<file path="config.mk">
export PLATFORM = sky130hd
export DESIGN_NAME = rerr_status_regs
export DESIGN_NICKNAME = d
export VERILOG_FILES = /design/src/rtl/rerr_coll_capture.v /design/src/rtl/rerr_status_regs.v
export VERILOG_INCLUDE_DIRS = /design/src /design/src/rtl
export SDC_FILE = /design/constraint.sdc
export NUM_CORES = 1
export LEC_CHECK = 0
export ABC_AREA = 1
export BUFFER_PORTS_ARGS = -buffer_cell sky130_fd_sc_hd__buf_2
export CORE_ASPECT_RATIO = 0.6
export CORE_MARGIN = 2
export CORE_UTILIZATION = 40
export DETAILED_ROUTE_END_ITERATION = 8
export PLACE_DENSITY_LB_ADDON = 0.12
export SETUP_SLACK_MARGIN = 0.3
export SLEW_MARGIN = 15
export SYNTH_ARGS = -nofsm -noshare
export SYNTH_HDL_FRONTEND = slang
export SYNTH_HIERARCHICAL = 1
export SYNTH_SLANG_ARGS = --single-unit
</file>
<file path="constraint.sdc">
create_clock -name sys_clk_i -period 0.88 [get_ports sys_clk_i]
set_input_delay 0.044 -clock sys_clk_i [delete_from_list [all_inputs] [get_ports sys_clk_i]]
set_output_delay 0.044 -clock sys_clk_i [all_outputs]
set_load 0.01 [all_outputs]
</file>
<file path="src/rtl/rerr_regs.vh">
// Register offsets, field positions and reset values of the error status group
`ifndef RERR_REGS_VH
`define RERR_REGS_VH

// Register port geometry
`define RERR_ADDR_W          6
`define RERR_DATA_W          8

// Register offsets
`define RERR_CTRL_ADDR       6'h09
`define RERR_ERR_FLAGS_ADDR  6'h0A
`define RERR_COLL_POS_ADDR   6'h0B
`define RERR_TIMER_VAL_ADDR  6'h0C
`define RERR_CRC_LOW_ADDR    6'h0D
`define RERR_CRC_HIGH_ADDR   6'h0E

// Error flag bit positions
`define RERR_BIT_RSVD        7
`define RERR_BIT_KEY         6
`define RERR_BIT_NVM         5
`define RERR_BIT_OVFL        4
`define RERR_BIT_CRC         3
`define RERR_BIT_SOF         2
`define RERR_BIT_PARITY      1
`define RERR_BIT_COLL        0

// Flush control bit in the control register
`define RERR_BIT_FLUSH       0

// Reset values
`define RERR_ERR_FLAGS_RST   8'h40
`define RERR_COLL_POS_RST    8'h00
`define RERR_VOLATILE_RST    8'h00
`define RERR_RDATA_UNMAPPED  8'h00

`endif

</file>
<file path="src/rtl/rerr_coll_capture.v">
// First bit-collision position capture for one received frame
`timescale 1ns/10ps
module rerr_coll_capture
#(
  parameter IDX_W = 8
)
(
  // Clock and reset
  input  wire             sys_clk_i,
  input  wire             rst_i,
  // Receiver events
  input  wire             prepare_i,
  input  wire             collision_i,
  input  wire             type_b_i,
  input  wire [IDX_W-1:0] bit_index_i,
  // Captured position
  output wire [IDX_W-1:0] collision_index_o,
  output wire             captured_o
);

  reg [IDX_W-1:0] index_q;
  reg [IDX_W-1:0] index_d;
  reg             seen_q;
  reg             seen_d;

  // Only the first collision of a frame is kept; type B never reports one
  always @*
  begin
    index_d = index_q;
    seen_d  = seen_q;
    if (prepare_i)
    begin
      index_d = {IDX_W{1'b0}};
      seen_d  = 1'b0;
    end
    else if (collision_i && !type_b_i && !seen_q)
    begin
      index_d = bit_index_i;
      seen_d  = 1'b1;
    end
  end

  // Position and capture state
  always @(posedge sys_clk_i)
  begin
    if (rst_i)
    begin
      index_q <= {IDX_W{1'b0}};
      seen_q  <= 1'b0;
    end
    else
    begin
      index_q <= index_d;
      seen_q  <= seen_d;
    end
  end

  assign collision_index_o = index_q;
  assign captured_o        = seen_q;

endmodule

</file>
<file path="src/rtl/rerr_status_regs.v">
// Error flag, collision position, timer value and checksum result registers
//
// Functional notes
// - Error flags hold last command outcome, read-only
// - Key error bit 6, cleared at key-load start
// - Rights error bit 5, cleared at NVM command
// - Overflow bit 4 on write into full FIFO
// - Checksum error bit 3 when check enabled, fails
// - Receiver prepare clears bits 3 down to 0
// - Start-of-frame error sets bit 2
// - Parity failure sets bit 1
// - Collision sets bit 0, type A only
// - Collision register holds first collided bit index
// - Type B never reports collision position
// - Timer register shows live timer count
// - Low checksum byte valid while done is 1
// - High byte ignored for 8-bit checksum
// - Flush write clears pointers, length and overflow
`timescale 1ns/10ps
`include "rerr_regs.vh"
module rerr_status_regs
#(
  parameter ADDR_W   = `RERR_ADDR_W,
  parameter DATA_W   = `RERR_DATA_W,
  parameter TIMER_W  = 8,
  parameter CRC_W    = 16
)
(
  // Clock and reset
  input  wire                sys_clk_i,
  input  wire                rst_i,

  // Host register port
  input  wire [ADDR_W-1:0]   reg_addr_i,
  input  wire                reg_rd_i,
  input  wire                reg_wr_i,
  input  wire [DATA_W-1:0]   reg_wdata_i,
  output wire [DATA_W-1:0]   reg_rdata_o,
  output wire                reg_rvalid_o,
  output wire                reg_hit_o,

  // Key loading command events
  input  wire                key_cmd_start_i,
  input  wire                key_format_bad_i,

  // Non-volatile memory command events
  input  wire                nvm_cmd_start_i,
  input  wire                nvm_rights_violation_i,

  // FIFO write attempts
  input  wire                fifo_full_i,
  input  wire                host_fifo_wr_i,
  input  wire                int_fifo_wr_i,

  // Receiver events
  input  wire                receiver_prepare_state_i,
  input  wire                receive_checksum_enable_i,
  input  wire                rx_checksum_fail_i,
  input  wire                rx_sof_bad_i,
  input  wire                rx_parity_fail_i,
  input  wire                rx_collision_i,
  input  wire [7:0]          rx_bit_index_i,
  input  wire                proto_type_b_i,

  // Timer and checksum engines
  input  wire [TIMER_W-1:0]  timer_count_i,
  input  wire [CRC_W-1:0]    checksum_value_i,
  input  wire                checksum_done_i,
  input  wire                checksum_8bit_i,

  // Status outputs
  output wire [7:0]          error_flags_o,
  output wire [7:0]          collision_index_o,
  output wire [TIMER_W-1:0]  timer_count_value_o,
  output wire [7:0]          checksum_result_low_o,
  output wire [7:0]          checksum_result_high_o,
  output wire                checksum_done_o,
  output wire                checksum_high_valid_o,

  // FIFO flush strobe to the FIFO engine
  output wire                buffer_flush_control_o
);

  // ----------------------------------------------------------------
  // Registers
  // ----------------------------------------------------------------
  reg  [7:0]         err_flags_q;
  wire [7:0]         err_flags_d;
  reg  [TIMER_W-1:0] timer_q;
  reg  [7:0]         crc_low_q;
  reg  [7:0]         crc_high_q;
  reg                crc_done_q;
  reg                crc_high_ok_q;
  reg                flush_q;
  reg  [DATA_W-1:0]  rdata_q;
  reg  [DATA_W-1:0]  rdata_d;
  reg                rvalid_q;
  reg                hit_q;
  reg                hit_d;

  // Event vectors for the flag bank
  reg  [7:0]         set_vec;
  reg  [7:0]         clr_vec;

  // Decoded host strobes, FIFO write attempt and collision capture
  wire               ctrl_wr;
  wire               flush_req;
  wire               fifo_wr_attempt;
  wire [7:0]         coll_index;
  wire               coll_captured;

  // ----------------------------------------------------------------
  // Host flush request
  // ----------------------------------------------------------------

  // A write to the control register, which lives outside this group
  assign ctrl_wr = reg_wr_i && (reg_addr_i == `RERR_CTRL_ADDR);

  // A control write with the flush bit set flushes the FIFO
  assign flush_req = ctrl_wr && reg_wdata_i[`RERR_BIT_FLUSH];

  // Any write into the FIFO, from host or internal engine
  assign fifo_wr_attempt = host_fifo_wr_i | int_fifo_wr_i;

  // ----------------------------------------------------------------
  // Flag set and clear sources
  // ----------------------------------------------------------------

  // Set sources per flag bit
  always @*
  begin
    set_vec = 8'h00;
    set_vec[`RERR_BIT_KEY] = key_format_bad_i;
    set_vec[`RERR_BIT_NVM] = nvm_rights_violation_i;
    set_vec[`RERR_BIT_OVFL] = fifo_full_i & fifo_wr_attempt;
    set_vec[`RERR_BIT_CRC] = receive_checksum_enable_i
                              & rx_checksum_fail_i;
    set_vec[`RERR_BIT_SOF] = rx_sof_bad_i;
    set_vec[`RERR_BIT_PARITY] = rx_parity_fail_i;
    set_vec[`RERR_BIT_COLL] = rx_collision_i & ~proto_type_b_i;
  end

  // Clear sources per flag bit; the reserved bit is held clear
  always @*
  begin
    clr_vec = 8'h00;
    clr_vec[`RERR_BIT_RSVD] = 1'b1;
    clr_vec[`RERR_BIT_KEY] = key_cmd_start_i;
    clr_vec[`RERR_BIT_NVM] = nvm_cmd_start_i;
    clr_vec[`RERR_BIT_OVFL] = flush_req;
    clr_vec[`RERR_BIT_CRC] = receiver_prepare_state_i;
    clr_vec[`RERR_BIT_SOF] = receiver_prepare_state_i;
    clr_vec[`RERR_BIT_PARITY] = receiver_prepare_state_i;
    clr_vec[`RERR_BIT_COLL] = receiver_prepare_state_i;
  end

  // ----------------------------------------------------------------
  // Flag bank: sticky bits, a set in the clearing cycle wins
  // ----------------------------------------------------------------
  genvar gi;
  generate
    for (gi = 0; gi < 8; gi = gi + 1)
    begin : g_flag
      assign err_flags_d[gi] = set_vec[gi]
                               | (err_flags_q[gi] & ~clr_vec[gi]);
    end
  endgenerate

  // Flag register; only hardware events and the flush write (clears bit 4) move it, other host writes never do
  always @(posedge sys_clk_i)
  begin
    if (rst_i)
      err_flags_q <= `RERR_ERR_FLAGS_RST;
    else
      err_flags_q <= err_flags_d;
  end

  // ----------------------------------------------------------------
  // Collision position
  // ----------------------------------------------------------------

  // Keeps the first collided bit of the frame under way
  rerr_coll_capture
  #(
    .IDX_W (8)
  )
  u_coll
  (
    .sys_clk_i         (sys_clk_i),
    .rst_i             (rst_i),
    .prepare_i         (receiver_prepare_state_i),
    .collision_i       (rx_collision_i),
    .type_b_i          (proto_type_b_i),
    .bit_index_i       (rx_bit_index_i),
    .collision_index_o (coll_index),
    .captured_o        (coll_captured)
  );

  // ----------------------------------------------------------------
  // Timer and checksum mirrors
  // ----------------------------------------------------------------

  // Live timer copy, one cycle behind the timer engine
  always @(posedge sys_clk_i)
  begin
    if (rst_i)
    begin
      timer_q <= {TIMER_W{1'b0}};
    end
    else
    begin
      timer_q <= timer_count_i;
    end
  end

  // Checksum result bytes, one cycle behind the checksum engine
  always @(posedge sys_clk_i)
  begin
    if (rst_i)
    begin
      crc_low_q  <= `RERR_VOLATILE_RST;
      crc_high_q <= `RERR_VOLATILE_RST;
    end
    else
    begin
      crc_low_q  <= checksum_value_i[7:0];
      crc_high_q <= checksum_value_i[15:8];
    end
  end

  // Result qualifiers; the high byte is unusable after an 8-bit run
  always @(posedge sys_clk_i)
  begin
    if (rst_i)
    begin
      crc_done_q    <= 1'b0;
      crc_high_ok_q <= 1'b0;
    end
    else
    begin
      crc_done_q    <= checksum_done_i;
      crc_high_ok_q <= checksum_done_i & ~checksum_8bit_i;
    end
  end

  // ----------------------------------------------------------------
  // Flush strobe
  // ----------------------------------------------------------------

  // One-cycle pulse that resets FIFO pointers and length in the engine
  always @(posedge sys_clk_i)
  begin
    if (rst_i)
      flush_q <= 1'b0;
    else
      flush_q <= flush_req;
  end

  // ----------------------------------------------------------------
  // Host read path
  // ----------------------------------------------------------------

  // Read mux; returns live state and changes nothing
  always @*
  begin
    rdata_d = `RERR_RDATA_UNMAPPED;
    hit_d   = 1'b0;
    case (reg_addr_i)
      `RERR_ERR_FLAGS_ADDR:
      begin
        rdata_d = err_flags_q;
        hit_d   = 1'b1;
      end
      `RERR_COLL_POS_ADDR:
      begin
        rdata_d = coll_index;
        hit_d   = 1'b1;
      end
      `RERR_TIMER_VAL_ADDR:
      begin
        rdata_d = timer_q[7:0];
        hit_d   = 1'b1;
      end
      `RERR_CRC_LOW_ADDR:
      begin
        rdata_d = crc_low_q;
        hit_d   = 1'b1;
      end
      `RERR_CRC_HIGH_ADDR:
      begin
        rdata_d = crc_high_q;
        hit_d   = 1'b1;
      end
      default:
      begin
        rdata_d = `RERR_RDATA_UNMAPPED;
        hit_d   = 1'b0;
      end
    endcase
  end

  // Answer strobe, one cycle after each read strobe
  always @(posedge sys_clk_i)
  begin
    if (rst_i)
      rvalid_q <= 1'b0;
    else
      rvalid_q <= reg_rd_i;
  end

  // Read data is captured on the strobe and held until the next read
  always @(posedge sys_clk_i)
  begin
    if (rst_i)
    begin
      rdata_q  <= `RERR_RDATA_UNMAPPED;
      hit_q    <= 1'b0;
    end
    else
    begin
      if (reg_rd_i)
      begin
        rdata_q <= rdata_d;
        hit_q   <= hit_d;
      end
    end
  end

  // ----------------------------------------------------------------
  // Outputs, all from flip-flops
  // ----------------------------------------------------------------
  assign reg_rdata_o            = rdata_q;
  assign reg_rvalid_o           = rvalid_q;
  assign reg_hit_o              = hit_q;
  assign error_flags_o          = err_flags_q;
  assign collision_index_o      = coll_index;
  assign timer_count_value_o    = timer_q;
  assign checksum_result_low_o  = crc_low_q;
  assign checksum_result_high_o = crc_high_q;
  assign checksum_done_o        = crc_done_q;
  assign checksum_high_valid_o  = crc_high_ok_q;
  assign buffer_flush_control_o = flush_q;

endmodule

</file>
==> out/qor.yml, run 1 <==
die:
  dieArea_um2: 6085
  io_pins: 119
  coreArea_um2: 5155
  die_width_um: 99.38
  rows: 20
  die_height_um: 61.23
  start_util_pct: 42.35
cts:
  cts_tree: "done"
  cts-buffers-inserted: 5
  insertion_delay_ns: 0.31
  holdBufCountCts: 25
  max-clock-path-buffers: 2
  htree_num_levels: 2
  cts.sinks: 53
  clkSlewWorstSetupHoldPaths_ns: 0.09
  cts_root_buf: "clkbuf_8"
critical_path:
  reg2reg_from: "u_coll/captured_o"
  crit_fanout: 8
  reg2reg_setup_slack_ns: -0.04
  rr_worst_depth: 5
  worst_r2r_endpoint: "u_coll/collision_index_o[0]"
  critPathKind: "flip-flop to flip-flop"
  worst-endpoint-arrival_ns: 1.16
  worstSetupEndpointType: "flip-flop"
  cp_data_required_time_ns: 1.12
  worst_setup_path_start_kind: "flip-flop"
detailed_routing:
  drtPass1Iterations: 4
  ant_nets: 0
  route.final.wire_length_um: 7666
  drt-vias-per-instance: 4.780
  wire_per_inst_um: 14.80
  initialDrtViolationCount: 114
  route.vias.total: 2476
  drc_errors: 0
layout:
  drive_gt1_share_pct: 59.07
  diodes: 0
  layoutNonFillerInstCount: 518
  final_nets: 517
  ff_latch_area_um2: 1159
  synthToLayoutAreaGrowth_pct: 87.39
  filler_cell_count: 340
  multi_input_gate_area_in_the_final_layout_um2: 1150
  finish.utilization_pct: 79.37
  post-route-cell-area_um2: 4091
logic_synthesis:
  ys_seq_area_share_pct: 48.60
  synthCells: 296
  ys_ff_latch: 53
  syn_area_um2: 2183
  average_footprint_of_a_synthesized_cell_um2: 7.376
  ys_warn_count: 6
  syn_nets: 362
  post_synth_num_cell_types: 21
placement:
  place.port_buffers: 110
  place_inst: 474
  dp.final_hpwl_um: 4819
  routabilityCongestion: 0.8930
  place_area_um2: 2949
hold_path:
  min_delay_worst_endpoint: "checksum_high_valid_o"
  worstHoldPathType: "primary input to flip-flop"
  hold_start: "checksum_8bit_i"
  whs_path_cells: 2
global_route:
  antenna_violations_before_repair: 0
  first_global_vias: 2367
  global_route.usage.total_pct: 24.77
  grt-ovfl-total: 0
  first_pass_grt_wire_length_um: 11450
  grt_max_degree: 42
status:
  run_status: "finished with violations"
  failed_checks: "hold timing, setup timing"
sta:
  unrepaired_setup_endpoints_after_global_routing: "true"
  final.min_clock_period_ns: 0.9151
  finalWorstSetupSlack_ns: -0.03511
  setup_viol: 4
  maxClockFrequency_mhz: 1093
  final-hold-violation-count: 21
  min_period_over_period_pct: 104.0
  fin_skew_ns: 0.004425
  hold-worst-slack_ns: -0.1159
  final-max-slew-violation-count: 0
power_and_ir_drop:
  vdd_drop_max_uv: 843.2
  p_leak_nw: 2.088
  finalPower_w: 0.005070
  cellPowerDensity_nw_per_um2: 1239
job:
  drv.max_cap_violation_count: 0
## routing by layer
layer / wire length [um] / global-route usage [%] / part of all wire [%] / vias to the layer above
met5: 0 / 0 / 0 / -
met4: 75 / 6.458 / 0.98 / 0
met3: 592 / 6.243 / 7.7 / 10
met2: 3609 / 40.93 / 47 / 102
met1: 3389 / 33.24 / 44 / 1137
li1: - / - / - / 1227
## timing repair
action                     CTS  global route
setup endpoints to repair   77            90
gates cloned                 2             0
gates resized for setup    133            51
hold endpoints to repair    43            19
setup buffers                6             3
pin swaps                   33            26
## kinds of logic after synthesis
group           count (synthesis)  synth area share, %
flops                          53                48.60
other cells                     1               0.1718
buf+inv                        58                11.52
compound gates                 28                7.335
simple gates                  156                32.38
## sequential cells by signal (all words and copies together) (netlist names), 7 cells and up
register                  cells
checksum_result_high_o        8
checksum_result_low_o         8
reg_rdata_o                   8
timer_count_value_o           8
u_coll/collision_index_o      8
error_flags_o                 7
## cells in the mapped netlist
library cell | count | area, um2
inv_2 | 3 | 11.26
nand3_1 | 30 | 150.1
clkbuf_1 | 3 | 11.26
nand4_1 | 4 | 25.02
buf_6 | 3 | 33.78
nand3_4 | 1 | 17.52
nor2_2 | 6 | 37.54
inv_1 | 46 | 172.7
buf_4 | 3 | 22.52
dfxtp_1 | 53 | 1061
nor2_4 | 4 | 45.04
nor2_1 | 48 | 180.2
a21oi_1 | 15 | 75.07
o21bai_1 | 7 | 52.55
conb_1 | 1 | 3.750
o21ai_0 | 4 | 20.02
nand2_1 | 56 | 210.2
a21boi_1 | 1 | 7.510
o21ai_1 | 1 | 5.000
nor3_1 | 2 | 10.01
nand2_2 | 5 | 31.28
## cells in the final DEF, fill, tap and decap left out, types with 2 or more instances in the layout
master / Yosys / routed
nor2_1: 48 / 46
dlymetal6s4s_1: 0 / 10
dlygate4sd3_1: 0 / 15
nand3_4: 1 / 4
nand4_1: 4 / 4
nand3_1: 30 / 7
nand2_2: 5 / 18
nand2_1: 56 / 39
o21ai_1: 1 / 3
clkbuf_8: 0 / 6
dfxtp_4: 0 / 14
a21oi_1: 15 / 12
inv_6: 0 / 2
buf_12: 0 / 4
buf_2: 0 / 56
inv_2: 3 / 8
dfxtp_1: 53 / 3
nor2_2: 6 / 5
nor2_4: 4 / 7
a21oi_2: 0 / 3
inv_12: 0 / 2
buf_6: 3 / 57
o21bai_1: 7 / 7
nand2_4: 0 / 3
inv_1: 46 / 36
nand3_2: 0 / 22
buf_4: 3 / 12
dfxtp_2: 0 / 36
## power by group
| group | switching (W) | leakage (nW) | internal (W) |
|---|---|---|---|
| Sequential | 0.000110 | 0.458 | 0.00250 |
| Clock | 0.000811 | 0.0512 | 0.000639 |
| Combinational | 0.000464 | 1.58 | 0.000550 |
## worst max-delay path, stage by stage, from the launching register on
cell and delay [ns]:
dfxtp_2 0.34, inv_4 0.09, nand3_4 0.16, nand2_2 0.11, nand2_2 0.04, nor2_1 0.10
## per-stage QoR
stage,TNS [ns],hold slack [ns],setup slack [ns]
2_1_floorplan,0,0.1216,0.06349
3_3_place_gp,-1.556,0.2073,-0.2117
3_5_place_dp,-1.813,0.2259,-0.2295
4_1_cts,-0.06337,-0.1118,-0.03383
5_1_grt,-0.4578,-0.1334,-0.1014
6_report,-0.09909,-0.1159,-0.03511
## worst max-delay path by stage
stage | from | endpoint | slack [ns] | cells past startpoint
floorplan | u_coll/captured_o | u_coll/collision_index_o[1] | 0.06 | 5
global placement | reg_addr_i[2] | reg_rdata_o[0] | -0.21 | 9
detailed placement | reg_addr_i[2] | reg_rdata_o[0] | -0.23 | 7
global route | u_coll/collision_index_o[3] | reg_rdata_o[3] | -0.10 | 5
finish | u_coll/captured_o | u_coll/collision_index_o[0] | -0.04 | 5
CTS | u_coll/collision_index_o[3] | reg_rdata_o[3] | -0.03 | 5
## area by class of cell
type,count,share of cell area [%]
clock buffer,6,2.018
clock inverter,2,0.3364
multi-input combinational,187,28.10
tap,66,2.018
sequential,53,28.32
timing repair buffer,155,33.79
inverter,49,5.413
No activity file was read; power rests on OpenSTA's default activity.
==> inputs of run 2 (changes only) <==
- clock period: 0.88 -> 0.8 ns (I/O delays scaled with it)
==> run 2 against run 1 <==
Effect of this change:
- core utilization shrank 7.8 points
- the run still ends with hold timing, setup timing left
- non-clock buffer count shrank 21
- total power grew 6.3%
- worst hold slack is essentially flat
- setup slack lost 0.071 ns
- global-route usage shrank 1.6 points
- count of clock-buffer cells in the layout is the same
- combinational power is essentially flat
- critical endpoint is now checksum_result_high_o[3]
==> out/qor.yml, run 2 (same netlist as run 1, synthesis figures left out) <==
detailed_routing:
  route.vias.total: 2344  # was 2476
  initialDrtViolationCount: 107  # was 114
  drt-vias-per-instance: 4.726  # was 4.780
  route.final.wire_length_um: 6942  # was 7666 um
  ant_nets: 0  # unchanged
  drc_errors: 0  # unchanged
  wire_per_inst_um: 14.00  # was 14.80 um
  drtPass1Iterations: 4  # unchanged
cts:
  htree_num_levels: 2  # unchanged
  cts_root_buf: "clkbuf_8"  # unchanged
  cts_tree: "done"  # unchanged
  insertion_delay_ns: 0.30  # was 0.31 ns
  cts.sinks: 53  # unchanged
  cts-buffers-inserted: 5  # unchanged
  max-clock-path-buffers: 2  # unchanged
  clkSlewWorstSetupHoldPaths_ns: 0.09  # about the same
power_and_ir_drop:
  net-switching-power_w: 0.001428  # was 0.001385 W
  power_frac_clock_pct: 28.4  # was 28.6%
  p_sw_share_pct: 26.49  # was 27.31%
  vdd_drop_max_uv: 870.0  # was 843.2 uV
  comb_power_share_pct: 18.2  # was 20.0%
  power.internal_w: 0.003963  # was 0.003685 W
  cellPowerDensity_nw_per_um2: 1461  # was 1239 nW/um2
  seqPwrFrac_pct: 53.4  # was 51.4%
  p_leak_nw: 1.877  # was 2.088 nW
die:
  start_util_pct: 42.35  # unchanged
  coreArea_um2: 5155  # unchanged
  io_pins: 119  # unchanged
  dieArea_um2: 6085  # unchanged
  die_height_um: 61.23  # unchanged
  rows: 20  # unchanged
  die_width_um: 99.38  # unchanged
sta:
  final-hold-violation-count: 40  # was 21
  final.min_clock_period_ns: 0.9058
  maxClockFrequency_mhz: 1104
  fin_skew_ns: 0.003701  # was 0.004425 ns
  hold-worst-slack_ns: -0.1164  # was -0.1159 ns
  final-max-slew-violation-count: 0  # unchanged
  min_period_over_period_pct: 113.2
  setup_viol: 35  # was 4
  finalWorstSetupSlack_ns: -0.1058  # was -0.03511 ns
  timing.setup.tns_ns: -1.164  # was -0.09909 ns
  unrepaired_setup_endpoints_after_global_routing: "true"  # unchanged
placement:
  dp.final_hpwl_um: 4877  # was 4819 um
  place.port_buffers: 110  # unchanged
  routabilityCongestion: 0.8649  # was 0.8930
hold_path:
  worstHoldPathType: "primary input to flip-flop"  # unchanged
layout:
  synthToLayoutAreaGrowth_pct: 69.00  # was 87.39%
  drive_gt1_share_pct: 58.14  # was 59.07%
  diodes: 0  # unchanged
  final_nets: 496  # was 517
  finish.utilization_pct: 71.58  # was 79.37%
  final_cell_mix: "62 x buf_6, 59 x buf_2, 45 x nor2_1, 45 x dfxtp_2"  # was 57 x buf_6, 56 x buf_2, 46 x nor2_1
  most_common_library_cell_in_the_layout_ignoring_fill_and_taps: "buf_6"  # unchanged
critical_path:
  worstSetupEndpointType: "output port"  # was flip-flop
  reg2reg_setup_slack_ns: -0.08  # was -0.04 ns
  cp_data_required_time_ns: 0.76  # was 1.12 ns
  critPathKind: "flip-flop to output port"  # was flip-flop to flip-flop
  worst_setup_path_start_kind: "flip-flop"  # unchanged
  crit_fanout: 2  # was 8
  worst-endpoint-arrival_ns: 0.87  # was 1.16 ns
global_route:
  grt-ovfl-total: 0  # unchanged
  first_pass_grt_wire_length_um: 10740  # was 11450 um
  first_global_vias: 2214  # was 2367
  antenna_violations_before_repair: 0  # unchanged
  grt_max_degree: 26  # was 42
  global_route.usage.total_pct: 23.16  # was 24.77%
status:
  failed_checks: "hold timing, setup timing"  # unchanged
  run_status: "finished with violations"  # unchanged
job:
  drv.max_cap_violation_count: 0  # unchanged
==> run 2: changes by cell type in the layout (fill, tap and decap cells not counted), moves of 5 or more <==
cell / change
buf_6: +5
dfxtp_2: +9
inv_1: +6
dfxtp_4: -10
dlygate4sd3_1: -15
inv_2: -5
nand3_2: -12
dlymetal6s4s_1: -10
nand3_1: +13
==> run 2: critical path, cell delays in order (launching register included) <==
cell and delay (ns):
dfxtp_2 0.35, buf_6 0.11, buf_6 0.11
==> run 2: metrics by stage <==
step                instance area, um2  total power, W  instances  setup slack, ns
global route                      3690        0.005626        496          -0.1505
finish                            3690        0.005391        496          -0.1058
detailed placement                2983        0.003654        478          -0.3276
CTS                               3607        0.005373        493          -0.1067
floorplan                         2283        0.003247        296         -0.01651
global placement                  2983        0.003643        478          -0.2897
==> run 2: path summary, 6_finish.rpt <==
path | from | end | cells after the start
max | checksum_result_high_o[3] | checksum_result_high_o[3] | 2
min | checksum_8bit_i | checksum_high_valid_o | 2
max reg2reg | error_flags_o[1] | reg_rdata_o[1] | 5
min reg2reg | reg_rdata_o[4] | reg_rdata_o[4] | 2
==> run 2: power groups by stage <==
stage	logic (W)	clock network [W]	registers (W)
6_report	0.000984	0.00153	0.00288
5_1_grt	0.00107	0.00167	0.00289
4_1_cts	0.000947	0.00155	0.00288
3_5_place_dp	0.000750	0	0.00290
3_3_place_gp	0.000735	0	0.00291
2_1_floorplan	0.000311	0	0.00294
==> run 2: what timing repair did <==
| action | 4_1_cts | 5_1_grt |
|---|---|---|
| buffers inserted | 6 | 3 |
| pin swaps | 11 | 6 |
| gates resized for setup | 112 | 19 |
| endpoints found under the hold margin | 40 | 40 |
| endpoints found under the setup margin | 77 | 78 |
| cloned | 2 | 0 |
==> run 2: per-layer routing <==
metal	track usage (%)	part of all wire, %	vias to the layer above
met5	0	0	-
met4	4.110	0.69	0
met3	6.129	8.1	6
met2	38.32	45	92
met1	31.59	46	1065
li1	-	-	1181
==> run 2: cell type report <==
type / count / area [um2]
clock buffer: 6 / 82.58
clock inverter: 1 / 7.507
fill: 420 / 1465
inverter: 49 / 219.0
multi-input combinational: 187 / 1050
sequential: 53 / 1132
tap: 66 / 82.58
timing repair buffer: 134 / 1116
